==> config.mk <==
export PLATFORM = sky130hd
export DESIGN_NAME = pba_arbiter
export DESIGN_NICKNAME = d
export VERILOG_FILES = /design/src/logic/pba_counter.v /design/src/logic/pba_rr_pick.v /design/src/logic/pba_arbiter.v
export VERILOG_INCLUDE_DIRS = /design/src /design/src/logic
export SDC_FILE = /design/constraint.sdc
export NUM_CORES = 1
export LEC_CHECK = 0
export BUFFER_PORTS_ARGS = -buffer_cell sky130_fd_sc_hd__buf_4
export CORE_MARGIN = 4
export CORE_UTILIZATION = 50
export DETAILED_ROUTE_END_ITERATION = 16
export PLACE_DENSITY = 0.75
export SYNTH_ARGS = -nofsm -noshare
export SYNTH_HDL_FRONTEND = slang
export SYNTH_SLANG_ARGS = --single-unit
export TNS_END_PERCENT = 100
==> constraint.sdc <==
create_clock -name i_core_clk -period 3.1 [get_ports i_core_clk]
set_clock_uncertainty 0.2 [all_clocks]
set_input_delay 0.465 -clock i_core_clk [delete_from_list [all_inputs] [get_ports i_core_clk]]
set_output_delay 0.465 -clock i_core_clk [all_outputs]
set_load 0.02 [all_outputs]
==> src/logic/pba_consts.vh <==
// Constants for the secondary-bus request arbiter
// What this block does
// - Enable bit 0 admits internal request; resets 1
// - Enable bits 1-3 admit external masters; reset 1
// - Bit 9 selects external arbiter; resets 0
// - Bit 10 enables 16-cycle idle grant timeout
// - Timeout expiry drops grant, marks master broken
// - Refresh off: broken master excluded after REQ release
// - Refresh on: broken cleared after others served
// - Bits 19:12 fairness start value, reset 08h
// - Reload on new grant, decrement after FRAME_L
// - Fairness 00h never withdraws while REQ held
// - Toggle bit 20 clear keeps GNT_L asserted
// - Toggle set: GNT_L off one clock, two after
// - Priority bits 22-25 pick high or low group
`ifndef PBA_CONSTS_VH
`define PBA_CONSTS_VH

`define PBA_OFF_RSVD 8'h44
`define PBA_OFF_CTRL 8'h48

`define PBA_CTRL_RESET 32'h0040801f
`define PBA_CTRL_WMASK 32'h07dffe1f

`define PBA_EN_LSB 0
`define PBA_EN_MSB 3
`define PBA_EXT_ARB_BIT 9
`define PBA_BTO_EN_BIT 10
`define PBA_REFRESH_BIT 11
`define PBA_FAIR_LSB 12
`define PBA_FAIR_MSB 19
`define PBA_TOGGLE_BIT 20
`define PBA_PRIO_LSB 22
`define PBA_PRIO_MSB 25

`define PBA_BTO_CYCLES 5'h10
`define PBA_TOGGLE_DELAY 2'h2

`endif

==> src/logic/pba_counter.v <==
// Loadable down counter that stops at zero
`timescale 1ns/1ps
`default_nettype none
module pba_counter #(
  parameter W = 8
) (
  input wire i_core_clk,
  input wire i_rst,
  input wire i_load,
  input wire [W-1:0] i_load_val,
  input wire i_dec,
  output wire o_zero,
  output reg [W-1:0] o_count
);

  assign o_zero = (o_count == {W{1'b0}});

  always @(posedge i_core_clk or posedge i_rst)
  begin
    if (i_rst)
    begin
      o_count <= {W{1'b0}};
    end
    else if (i_load)
    begin
      o_count <= i_load_val;
    end
    else if (i_dec && !o_zero)
    begin
      o_count <= o_count - 1'b1;
    end
  end

endmodule
`default_nettype wire

==> src/logic/pba_rr_pick.v <==
// Rotating picker: first request after the last winner
`timescale 1ns/1ps
`default_nettype none
module pba_rr_pick #(
  parameter N = 4,
  parameter W = 2
) (
  input wire [N-1:0] i_req,
  input wire [W-1:0] i_last,
  output reg [N-1:0] o_pick,
  output wire o_any
);

  // N must equal 2**W so the index wraps by itself
  reg [W-1:0] idx;
  reg found;
  integer k;

  assign o_any = |i_req;

  always @*
  begin
    o_pick = {N{1'b0}};
    found = 1'b0;
    idx = i_last;
    for (k = 1; k <= N; k = k + 1)
    begin
      idx = i_last + k[W-1:0];
      if (!found && i_req[idx])
      begin
        o_pick[idx] = 1'b1;
        found = 1'b1;
      end
    end
  end

endmodule
`default_nettype wire

==> src/logic/pba_arbiter.v <==
// Secondary-bus arbiter with its config register at 48h
`timescale 1ns/1ps
`default_nettype none
`include "pba_consts.vh"
module pba_arbiter #(
  parameter NREQ = 4
) (
  input wire i_core_clk,
  input wire i_rst,
  input wire i_cfg_wr,
  input wire i_cfg_rd,
  input wire [7:0] i_cfg_addr,
  input wire [3:0] i_cfg_be,
  input wire [31:0] i_cfg_wdata,
  output reg [31:0] o_cfg_rdata,
  input wire i_int_req,
  input wire [NREQ-1:1] i_req_n,
  input wire i_frame_n,
  input wire i_irdy_n,
  output reg [NREQ-1:0] o_gnt_n,
  output reg [NREQ-1:0] o_broken
);

  localparam ST_IDLE = 3'b001;
  localparam ST_WAIT = 3'b010;
  localparam ST_BUSY = 3'b100;

  reg [2:0] state;
  reg [2:0] next_state;
  reg [31:0] ctrl;
  reg [NREQ-1:0] owner;
  reg [NREQ-1:0] next_owner;
  reg [1:0] last_idx;
  reg [NREQ-1:0] perm;
  reg [NREQ-1:0] served;
  reg [1:0] tog_cnt;
  reg frame_prev;
  reg grant_now;
  reg drop;
  reg mark_broken;
  reg toggle_off;
  reg [NREQ-1:0] refresh_clr;
  reg [NREQ-1:0] turn_mask;
  reg [1:0] win_idx;
  integer i;
  integer j;

  wire [NREQ-1:0] req;
  wire [NREQ-1:0] en;
  wire [NREQ-1:0] prio;
  wire ext_arb;
  wire bto_en;
  wire refresh_en;
  wire toggle_en;
  wire [7:0] fair_init;
  wire [NREQ-1:0] keep;
  wire [NREQ-1:0] eligible;
  wire [NREQ-1:0] hi_pick;
  wire [NREQ-1:0] lo_pick;
  wire hi_any;
  wire lo_any;
  wire [NREQ-1:0] winner;
  wire any_win;
  wire bus_idle;
  wire frame_fall;
  wire others_req;
  wire bto_zero;
  wire fair_zero;
  wire [4:0] bto_count;
  wire [7:0] fair_count;
  wire [31:0] be_mask;
  wire cfg_hit;

  assign req = {~i_req_n, i_int_req};
  assign en = ctrl[`PBA_EN_MSB:`PBA_EN_LSB];
  assign prio = ctrl[`PBA_PRIO_MSB:`PBA_PRIO_LSB];
  assign ext_arb = ctrl[`PBA_EXT_ARB_BIT];
  assign bto_en = ctrl[`PBA_BTO_EN_BIT];
  assign refresh_en = ctrl[`PBA_REFRESH_BIT];
  assign toggle_en = ctrl[`PBA_TOGGLE_BIT];
  assign fair_init = ctrl[`PBA_FAIR_MSB:`PBA_FAIR_LSB];

  // External arbiter mode empties every candidate set
  assign keep = req & en & {NREQ{~ext_arb}};
  assign eligible = keep & ~o_broken & ~perm;

  assign bus_idle = i_frame_n & i_irdy_n;
  assign frame_fall = frame_prev & ~i_frame_n;
  assign others_req = |(eligible & ~owner);

  // High group always beats low group
  pba_rr_pick #(
    .N(NREQ),
    .W(2)
  ) u_pick_hi (
    .i_req(eligible & prio),
    .i_last(last_idx),
    .o_pick(hi_pick),
    .o_any(hi_any)
  );

  pba_rr_pick #(
    .N(NREQ),
    .W(2)
  ) u_pick_lo (
    .i_req(eligible & ~prio),
    .i_last(last_idx),
    .o_pick(lo_pick),
    .o_any(lo_any)
  );

  assign winner = hi_any ? hi_pick : lo_pick;
  assign any_win = hi_any | lo_any;

  // Broken-master window, counted only on idle bus cycles
  pba_counter #(
    .W(5)
  ) u_bto (
    .i_core_clk(i_core_clk),
    .i_rst(i_rst),
    .i_load(grant_now),
    .i_load_val(`PBA_BTO_CYCLES),
    .i_dec((state == ST_WAIT) && bus_idle && bto_en),
    .o_zero(bto_zero),
    .o_count(bto_count)
  );

  // Fairness budget, armed only once the owner's frame starts
  pba_counter #(
    .W(8)
  ) u_fair (
    .i_core_clk(i_core_clk),
    .i_rst(i_rst),
    .i_load(grant_now),
    .i_load_val(fair_init),
    .i_dec((state == ST_BUSY) && others_req),
    .o_zero(fair_zero),
    .o_count(fair_count)
  );

  always @*
  begin
    win_idx = 2'h0;
    for (i = 0; i < NREQ; i = i + 1)
    begin
      if (winner[i])
      begin
        win_idx = i[1:0];
      end
    end
  end

  // A broken master returns once every other live master got a turn
  always @*
  begin
    refresh_clr = {NREQ{1'b0}};
    turn_mask = {NREQ{1'b0}};
    for (j = 0; j < NREQ; j = j + 1)
    begin
      turn_mask = served | ~en | o_broken | perm;
      turn_mask[j] = 1'b1;
      refresh_clr[j] = refresh_en & o_broken[j] & (&turn_mask);
    end
  end

  always @*
  begin
    next_state = state;
    next_owner = owner;
    grant_now = 1'b0;
    drop = 1'b0;
    mark_broken = 1'b0;
    toggle_off = 1'b0;
    case (state)
      ST_IDLE:
      begin
        if (any_win)
        begin
          grant_now = 1'b1;
          next_owner = winner;
          next_state = ST_WAIT;
        end
      end
      ST_WAIT:
      begin
        if (!(|(owner & keep)))
        begin
          drop = 1'b1;
        end
        else if (frame_fall)
        begin
          next_state = ST_BUSY;
        end
        else if (bto_en && bto_zero)
        begin
          mark_broken = 1'b1;
          drop = 1'b1;
        end
      end
      ST_BUSY:
      begin
        if (!(|(owner & keep)))
        begin
          drop = 1'b1;
        end
        else if ((fair_init != 8'h00) && fair_zero && others_req)
        begin
          drop = 1'b1;
        end
        else if (toggle_en && (tog_cnt == 2'h0))
        begin
          toggle_off = 1'b1;
        end
      end
      default:
      begin
        drop = 1'b1;
      end
    endcase
    if (drop)
    begin
      next_state = ST_IDLE;
      next_owner = {NREQ{1'b0}};
    end
  end

  always @(posedge i_core_clk or posedge i_rst)
  begin
    if (i_rst)
    begin
      state <= ST_IDLE;
      owner <= {NREQ{1'b0}};
      o_gnt_n <= {NREQ{1'b1}};
      last_idx <= 2'h0;
      frame_prev <= 1'b1;
      tog_cnt <= 2'h0;
    end
    else
    begin
      state <= next_state;
      owner <= next_owner;
      frame_prev <= i_frame_n;
      // Grant follows the owner until it is dropped, and goes high for one clock when toggling
      o_gnt_n <= toggle_off ? {NREQ{1'b1}} : ~next_owner;
      if (grant_now)
      begin
        last_idx <= win_idx;
      end
      if (next_state != ST_BUSY)
      begin
        tog_cnt <= 2'h0;
      end
      else if ((state == ST_BUSY) && (tog_cnt != `PBA_TOGGLE_DELAY))
      begin
        tog_cnt <= tog_cnt + 2'h1;
      end
    end
  end

  // Marking is applied after the refresh clear so it is never lost
  always @(posedge i_core_clk or posedge i_rst)
  begin
    if (i_rst)
    begin
      o_broken <= {NREQ{1'b0}};
      perm <= {NREQ{1'b0}};
      served <= {NREQ{1'b0}};
    end
    else
    begin
      if (mark_broken)
      begin
        o_broken <= (o_broken & ~refresh_clr) | owner;
        served <= {NREQ{1'b0}};
      end
      else
      begin
        o_broken <= o_broken & ~refresh_clr;
        if (grant_now)
        begin
          served <= served | winner;
        end
      end
      // Once released with refresh off, the exclusion sticks
      perm <= perm | (o_broken & ~req & {NREQ{~refresh_en}});
    end
  end

  assign cfg_hit = ({i_cfg_addr[7:2], 2'b00} == `PBA_OFF_CTRL);
  assign be_mask = {{8{i_cfg_be[3]}}, {8{i_cfg_be[2]}},
                    {8{i_cfg_be[1]}}, {8{i_cfg_be[0]}}};

  always @(posedge i_core_clk or posedge i_rst)
  begin
    if (i_rst)
    begin
      ctrl <= `PBA_CTRL_RESET;
      o_cfg_rdata <= 32'h00000000;
    end
    else
    begin
      if (i_cfg_wr && cfg_hit)
      begin
        ctrl <= (ctrl & ~(`PBA_CTRL_WMASK & be_mask)) |
                (i_cfg_wdata & `PBA_CTRL_WMASK & be_mask);
      end
      if (i_cfg_rd)
      begin
        // Reserved word at 44h and all other offsets read zero
        o_cfg_rdata <= cfg_hit ? ctrl : 32'h00000000;
      end
    end
  end

endmodule
`default_nettype wire

======== After elaboration in Yosys (flattened, before gate mapping) ========
Index checks and enable logic that the tools add are counted.
word-level totals
  output and inout port bits .............. 40
  register bits ........................... 105
  input port bits ......................... 54
operators by class
  order comparisons ....................... 8
  reductions and logical operators ........ 45
  muxes and demuxes ....................... 75
  add/subtract/negate cells ............... 6
  bitwise logic cells ..................... 50
  eq/ne operators ......................... 6
operators with widths
  kind                                                                          count
  4-bit 2-to-1 mux                                                              16
  4-bit OR                                                                      12
  4-bit AND                                                                     11
  27-bit by 32-bit AND with 32-bit output                                       1
  32-bit AND                                                                    1
  1-bit 2-to-1 mux                                                              32
  32-bit 2-to-1 mux                                                             1
  27-bit NOT with 32-bit output                                                 1
  4-bit NOT                                                                     8
  32-bit OR                                                                     1
  1-bit logical AND                                                             21
  1-bit binary-select mux with 2-bit select                                     8
  8-bit 2-to-1 mux                                                              2
  4-bit OR reduction                                                            4
  2-bit by 3-bit less-than comparator with 1-bit output, second input constant  4
  3-bit 2-to-1 mux                                                              4
  3-bit AND reduction                                                           4
  1-bit AND                                                                     10
  5-bit 2-to-1 mux                                                              2
  1-bit demux with 2-bit select                                                 4
  2-bit by 1-bit >= comparator with 1-bit output, second input constant         4
  1-bit logical NOT                                                             8
  8-bit logical NOT                                                             1
  2-bit 2-to-1 mux                                                              4
  other kinds (19)                                                              26

======== Logic depth before layout (Yosys ltp) ========
Gate-level depths: netlist of the first run.
  depth after elaboration ................. 24
  mapped depth ............................ 12

======== Cells and area by module ========
Synthesis of the first run repeated with hierarchy kept, for this count alone.
second synthesis, totals
  cell total of the unflattened synthesis .. 486
  area, all modules ....................... 4918.5 um^2
modules (own cells, without submodules)
  module                cells each  seq. area each (um^2)  area each (um^2)  times used
  pba_arbiter           311         1818.0                 3335.7            1
  pba_rr_pick           39          0.0                    365.4             2
  pba_counter (u_fair)  64          200.2                  549.3             1
  pba_counter (u_bto)   33          125.1                  302.8             1

======== Worst setup path before layout of the first run ========
OpenSTA, ideal clock, no wires.
  path kind ............................... register to register
  from .................................... register last_idx[0]
  to ...................................... register o_gnt_n[1]
  path slack .............................. -177 ps
  setup time .............................. 82 ps
  path buffers ............................ 2
  data arrival time ....................... 2995 ps
  period minus slack after synthesis ...... 3277 ps
  stages on the path, launching flop included .. 13
  data required time ...................... 2818 ps
  path through ............................ dfrtp_1 -> inv_1 -> clkbuf_1 -> ha_1 -> buf_1 -> inv_1 -> nand3_1 -> o21ai_0 -> a2111oi_2 -> a2111oi_0 -> a221oi_2 -> a21oi_1 -> or2_1
on the way
  word-level cells in the longest chain between the ends .. 19
RTL lines
  item                                                                                                            line               text
  from (decl)                                                                                                     pba_arbiter.v:33   reg [1:0] last_idx;
  from (signal assigned)                                                                                          pba_arbiter.v:247  last_idx <= win_idx;
  parallel branches: the longest is 13 deep, another holds 2-bit by 3-bit less-than comparator with 1-bit output  n/a
  4-bit 2-to-1 mux (*)                                                                                            pba_arbiter.v:112  assign winner = hi_any ? hi_pick : lo_pick;
  4-bit 2-to-1 mux (*)                                                                                            pba_arbiter.v:177  if (any_win)
  4-bit 2-to-1 mux (*)                                                                                            pba_arbiter.v:174  case (state)
  4-bit 2-to-1 mux (*)                                                                                            pba_arbiter.v:220  if (drop)
  4-bit NOT (*)                                                                                                   pba_arbiter.v:244  o_gnt_n <= toggle_off ? {NREQ{1'b1}} : ~next_owner;
  4-bit 2-to-1 mux (*)                                                                                            pba_arbiter.v:244
  to (signal assigned)                                                                                            pba_arbiter.v:233  o_gnt_n <= {NREQ{1'b1}};
  to (signal assigned)                                                                                            pba_arbiter.v:244
  to (decl)                                                                                                       pba_arbiter.v:20   output reg [NREQ-1:0] o_gnt_n,
Every way passes the cells marked *. The select of a mux whose other input is x is not followed.
A chain may end at the register's enable or synchronous reset.

==> results of run 1 <==
## power groups by stage
stage,clock network (mW),registers [mW],logic (mW)
floorplan,0,1.32,0.582
global placement,0,1.33,0.924
detailed placement,0,1.33,0.938
CTS,0.812,1.31,0.946
global route,0.863,1.33,1.10
finish,0.800,1.32,1.01
## area by class of cell
class / instances / area [um2]
multi-input cells: 348 / 2490
fillers: 759 / 3100
well taps: 129 / 161
repair buffers: 136 / 1040
clock buffers: 11 / 141
clock inverters: 5 / 58.8
inverters: 38 / 144
flip-flops and latches: 85 / 2140
## layer usage
metal | up-vias | wire, um | track usage (%)
met2 | 139 | 6570 | 39.9
met5 | - | 0 | 0
met4 | 0 | 221 | 6.75
li1 | 2027 | - | -
met1 | 2128 | 5370 | 29.8
met3 | 22 | 776 | 4.96
## worst reg2reg max path: cells and delay by family (launching register included)
| family | cells | cell delay [ns] |
|---|---|---|
| AO/OA/AOI/OAI | 4 | 0.73 |
| buffers and inverters | 1 | 0.17 |
| multiplexers | 1 | 0.52 |
| flip-flops | 1 | 0.54 |
| AND/OR/NAND/NOR | 3 | 0.93 |
## synthesized netlist by cell type, drive strengths merged (5+ instances only)
library cell and instances:
nand4 7, nor3 13, ha 11, nor4 6, nand3 40, nor3b 7, nor4b 9, or3 6
a221oi 7, nand2b 5, buf 16, a211oi 5, dfstp 13, o21ai 42, inv 37, mux2 22
dfrtp 72, nor2 27, clkbuf 18, o211ai 5, a21o 6, a21oi 13, nand2 33, a31o 5
## repair_timing
item | in CTS | in global routing
hold buffers | 1 | 0
gates resized for setup | 5 | 24
buffers inserted | 1 | 6
endpoints found under the hold margin | 31 | 0
pin swaps | 1 | 4
setup endpoints to repair | 13 | 27
## metrics by stage
step | setup WS, ns | cells | TNS (ns) | power [mW] | area (um2)
global route | -0.153 | 752 | -0.893 | 3.30 | 6180
floorplan | 0.0324 | 505 | 0 | 1.90 | 4810
finish | -0.0623 | 752 | -0.169 | 3.13 | 6180
CTS | -0.0792 | 746 | -0.110 | 3.07 | 6020
global placement | -0.142 | 728 | -0.380 | 2.25 | 5780
detailed placement | -0.164 | 728 | -0.746 | 2.27 | 5780
## final timing paths
check	startpoint	to	slack (ns)
max in group asynchronous	i_rst	o_gnt_n[2]	1.41
min reg2reg	perm[3]	perm[3]	0.29
max	flop	o_gnt_n[1]	-0.06
max reg2reg	flop	o_gnt_n[1]	-0.06
min	i_frame_n	frame_prev	0.04
min in group asynchronous	i_rst	o_cfg_rdata[10]	0.54
## cells by family (layout without fill, tap and decap cells)
family          Yosys count  count (layout)  synth area share [%]
mux                      28              28                  7.49
flops                    85              85                  44.9
other cells               1              10                0.0785
buf+inv                  72             190                  6.57
xor+xnor                  8               8                  1.47
simple gates            182             182                  21.0
fa+ha+maj                11              11                  2.88
compound gates          109             109                  15.6
## placed cells by master (no fill, tap or decap), types with 10 or more instances in the layout
cell type and n:
dfrtp_1 71, o21ai_0 41, nand2_1 32, nand3_1 39
ha_1 11, inv_1 36, buf_4 133, clkbuf_8 10
mux2_2 22, a21oi_1 11, dfstp_2 13, nor2_1 26
nor3_1 12, conb_1 10
==> run summary, run 1 <==
* complete, but fails checks — status
* negative setup slack — violated checks
* 5.74 — number of vias per cell
* 0 — number of antenna repair diodes
* 42.1% — sequential power share
* or3b_4, buf_4, or2_2, mux4_2, o41ai_4, a211oi_4, a221oi_4, a21oi_2, or2_1 — worst path cell trace
* 3.24 ns — worst endpoint data arrival time
* 85 — number of clock sinks
* 0 — number of antenna violations at the first check in global routing
* 32.3% — Logic pwr share
* 0.304 mV — peak supply drop
* simple AND/OR/NAND/NOR gates — Worst path top cell family by delay
* 85 — FF+latch count, synth
* 100% — share of flip-flops with an asynchronous set or reset
* dfrtp_1 — largest area contributor in the synthesized netlist
* 37.7% — share of the synthesized area in the top cell type
* 106 um — width of the die
* 0 — Fin. Hold Viols
* dfrtp_1 38%, dfstp_2 7.2%, mux2_2 5.2% — synth top area cells
* 11200 um2 — Total Die Area
* 2.04 mW — internal portion of total power
* 25.6% — proportion of power drawn by the clock network
* 0 — EDFF count, synth
* 71 — count of buffers from port buffering
* 35 — floorplan row count
* 29.5% — Layout Area Growth over Synthesis
* 17.2 um — average detailed-routed wire length per instance
* 3.18 ns — CP required
* dfstp_2 — slowest library cell on the worst path
* 44.9% — sequential-to-total area share from yosys stat
* 12900 um — Routed Wire Length
* 9 — instance count on the critical path
* 683 — Nets
* 55.0% — relative max-transition margin
* 0.674 ns — Worst Max-Slew Pin Slew
* 1 — buffering stage count on the worst path with inverters included
* 9 — number of clock buffers inserted by TritonCTS
* 1 — Min-Delay Path Depth
* 0 — antenna-violating nets left
* 496 — Post-Syn Instances
* primary input to flop — class of the most critical hold timing path
* 8 — critical path fanouts, max
* yes — unrepaired setup endpoints after global routing
* 66 — count of different cell masters after synthesis
* 9.63 um2 — mean post-synth cell area
* 45 — pin count of the biggest net entering global routing
* flop to flop — type of the setup path with the least slack
* 4283 — vias in the first global route
* 0.09 ns — clock-pin slew of the registers on the worst-case setup and hold paths
* 0.36 ns — source-to-sink clock delay at the later pin of the worst-skew pair
* 0 — warnings from Yosys
* 0.316 GHz — maximum operating frequency
* 9720 um — half-perimeter wire length after detailed placement
* done — CTS tree
* 246 — number of DRC markers in iteration 0
* 1.09 mW — switching power
* flop — CP endpoint kind
* 2.72 nW — leak pwr
* 102% — final worst path period share
* 4 — Setup violations, final
* clkbuf_8 — CTS Root Cell
* 23.3% — global router's overall resource usage
* 36.1% — fraction of layout cells with a size suffix above 1
* 506 nW/um2 — power density over the cells
* 2 — deepest clock path buffer count
* 3.16 ns — minimum clock period
* 34.7% — switch share
* 0 — number of maximum-capacitance violations
* 106 um — Die Y
* 21000 um — first-pass GRT wire length
* dfrtp_1 — top flip-flop cell by instance count after synthesis
* 0 — total count of max-transition violations in the final report
* 0.895 — last weighted congestion value of the routability-driven placer
* flop — Worst setup SP type
* 4780 um2 — Netlist Area Pre-Place
* 9280 um2 — standard cell core area
* -0.0623 ns — worst-case setup margin in the final layout
* 0.54 ns — Critical Path Max Stage Delay
* 66.6% — final standard cell utilization of the core
* 94 — number of top-level design ports
* 9 — Worst Reg-to-Reg Cells
* 51.5% — effective utilization at floorplan
* 4316 — total via count after detailed routing
* 5 — DRT Pass-1 Iters
* 0 — GRT overflow
* 0.0357 ns — Hold Slack
* 0 — DRC violation count after routing
* 3 — CTS H-Tree Depth
(Power assumes the default switching activity.)
==> run 2, diff against run 1 <==
--- a/config.mk
+++ b/config.mk
@@ -11,6 +11,7 @@
 export CORE_UTILIZATION = 50
 export DETAILED_ROUTE_END_ITERATION = 16
 export PLACE_DENSITY = 0.75
+export REMOVE_ABC_BUFFERS = 1
 export SYNTH_ARGS = -nofsm -noshare
 export SYNTH_HDL_FRONTEND = slang
 export SYNTH_SLANG_ARGS = --single-unit
==> run 2 against run 1 <==
  * The run still ends with negative setup slack left
  * Cell count increased by 0.27%
  * Routed wire length decreased by 2.7%
  * Maximum frequency increased by 1.6%
  * Clock power increased by 3.0%
  * Setup slack improved by 0.049 ns
  * Sequential share of layout area about the same
  * Non-clock buffer count increased by 2
  * Count of clock-buffer cells in the layout decreased by 2
  * Register-to-register slack improved by 0.05 ns
  * Critical path depth decreased by 1
  * Combinational power about the same
  * Highest routed layer unchanged
==> run summary, run 2 (synthesis gave the netlist of run 1 again) <==
* 9 — number of clock buffers inserted by TritonCTS
* 0 — antenna-violating nets left
* 0 — GRT overflow
* yes — unrepaired setup endpoints after global routing
* flop — CP endpoint kind
* simple AND/OR/NAND/NOR gates — Worst path top cell family by delay
* 71 — count of buffers from port buffering
* 100% — final worst path period share
* 0 — buffering stage count on the worst path with inverters included
* 3.12 mW — total power consumption of the routed design
* 0 — DRC violation count after routing
* 505 nW/um2 — power density over the cells
* 272 — number of DRC markers in iteration 0
* -0.0132 ns — final total negative setup slack
* 106 um — width of the die
* 0.36 ns — source-to-sink clock delay at the later pin of the worst-skew pair
* done — CTS tree
* or4b_4, or3_4, mux4_2, nor2_1, a221oi_2, o211a_1, nand3b_1, a21o_1 — worst path cell trace
* 53 — pin count of the biggest net entering global routing
* 0.321 GHz — maximum operating frequency
* 3 — critical path fanouts, max
* 3.20 ns — CP required
* dfstp_2 — slowest library cell on the worst path
* flop — Worst setup SP type
* flop to flop — type of the setup path with the least slack
* 12600 um — Routed Wire Length
* clkbuf_8 — CTS Root Cell
* -0.0132 ns — worst-case setup margin in the final layout
* 0.55 ns — Critical Path Max Stage Delay
* 3.21 ns — worst endpoint data arrival time
* 2.72 nW — leak pwr
* 0.606 ns — Worst Max-Slew Pin Slew
* 685 — Nets
* 0.295 mV — peak supply drop
* 0 — number of antenna repair diodes
* 0 — total count of max-transition violations in the final report
* 35 — floorplan row count
* 0.124 ns — Hold Slack
* 16.7 um — average detailed-routed wire length per instance
* 36.0% — fraction of layout cells with a size suffix above 1
* 5 — DRT Pass-1 Iters
* buf_4 — commonest non-fill, non-tap cell in the layout
* 134 x buf_4, 71 x dfrtp_1, 40 x o21ai_0, 39 x nand3_1, 36 x inv_1 — most used cells in the layout excluding fill and tap cells
* 5.66 — number of vias per cell
* 66.7% — final standard cell utilization of the core
* 11200 um2 — Total Die Area
* 20800 um — first-pass GRT wire length
* 9270 um — half-perimeter wire length after detailed placement
* 0 — number of maximum-capacitance violations
* 106 um — Die Y
* 4177 — vias in the first global route
* negative setup slack — violated checks
* 1 — Setup violations, final
* 59.6% — relative max-transition margin
* 9280 um2 — standard cell core area
* complete, but fails checks — status
* 3.11 ns — minimum clock period
* 85 — number of clock sinks
* 2 — deepest clock path buffer count
* 0.894 — last weighted congestion value of the routability-driven placer
* 29.5% — Layout Area Growth over Synthesis
* 3 — CTS H-Tree Depth
* 0.10 ns — clock-pin slew of the registers on the worst-case setup and hold paths
* 23.1% — global router's overall resource usage
* 51.5% — effective utilization at floorplan
* 4270 — total via count after detailed routing
* primary input to flop — class of the most critical hold timing path
* 0 — Fin. Hold Viols
* 0 — number of antenna violations at the first check in global routing
* 94 — number of top-level design ports
[run 2: area by class of cell]
type / instances / area (um2)
inverters: 38 / 144
clock inverters: 7 / 80.1
flip-flops and latches: 85 / 2140
multi-input cells: 348 / 2480
well taps: 129 / 161
fillers: 759 / 3100
clock buffers: 9 / 124
repair buffers: 138 / 1060
[run 2: timing repair]
action                     in CTS  in global routing
pin swaps                       1                  5
buffers inserted                0                  2
hold buffers                    1                  1
setup endpoints to repair       5                 20
hold endpoints to repair       29                  1
gates resized for setup         7                 19
[run 2: report_power, final]
part | switching (mW) | internal, mW | leakage (nW)
Combinational | 0.559 | 0.425 | 1.52
Clock | 0.440 | 0.384 | 0.102
Sequential | 0.101 | 1.21 | 1.10
Total | 1.10 | 2.02 | 2.72
[run 2: final timing paths]
| check | cells after the start | endpoint | slack (ns) | start |
|---|---|---|---|---|
| max | 8 | o_gnt_n[0] | -0.01 | flop |
| min | 2 | flop | 0.12 | i_cfg_wdata[16] |
| max reg2reg | 8 | o_gnt_n[0] | -0.01 | flop |
| min reg2reg | 1 | perm[3] | 0.29 | perm[3] |
| max in group asynchronous | 4 | state[0] | 1.49 | i_rst |
| min in group asynchronous | 3 | o_cfg_rdata[0] | 0.50 | i_rst |
[run 2: through the flow]
stage	std cells	setup WS [ns]	instance area [um2]
2_1_floorplan	471	-0.735	4640
3_3_place_gp	734	-0.128	5830
3_5_place_dp	734	-0.157	5830
4_1_cts	751	-0.0244	6070
5_1_grt	754	-0.124	6190
6_report	754	-0.0132	6190
[run 2: per-layer routing]
| metal | vias up | track usage [%] | wire length [um] |
|---|---|---|---|
| li1 | 2026 | - | - |
| met1 | 2105 | 30.3 | 5380 |
| met2 | 116 | 39.2 | 6300 |
| met3 | 23 | 3.86 | 598 |
| met4 | 0 | 7.22 | 300 |
| met5 | - | 0 | 0 |
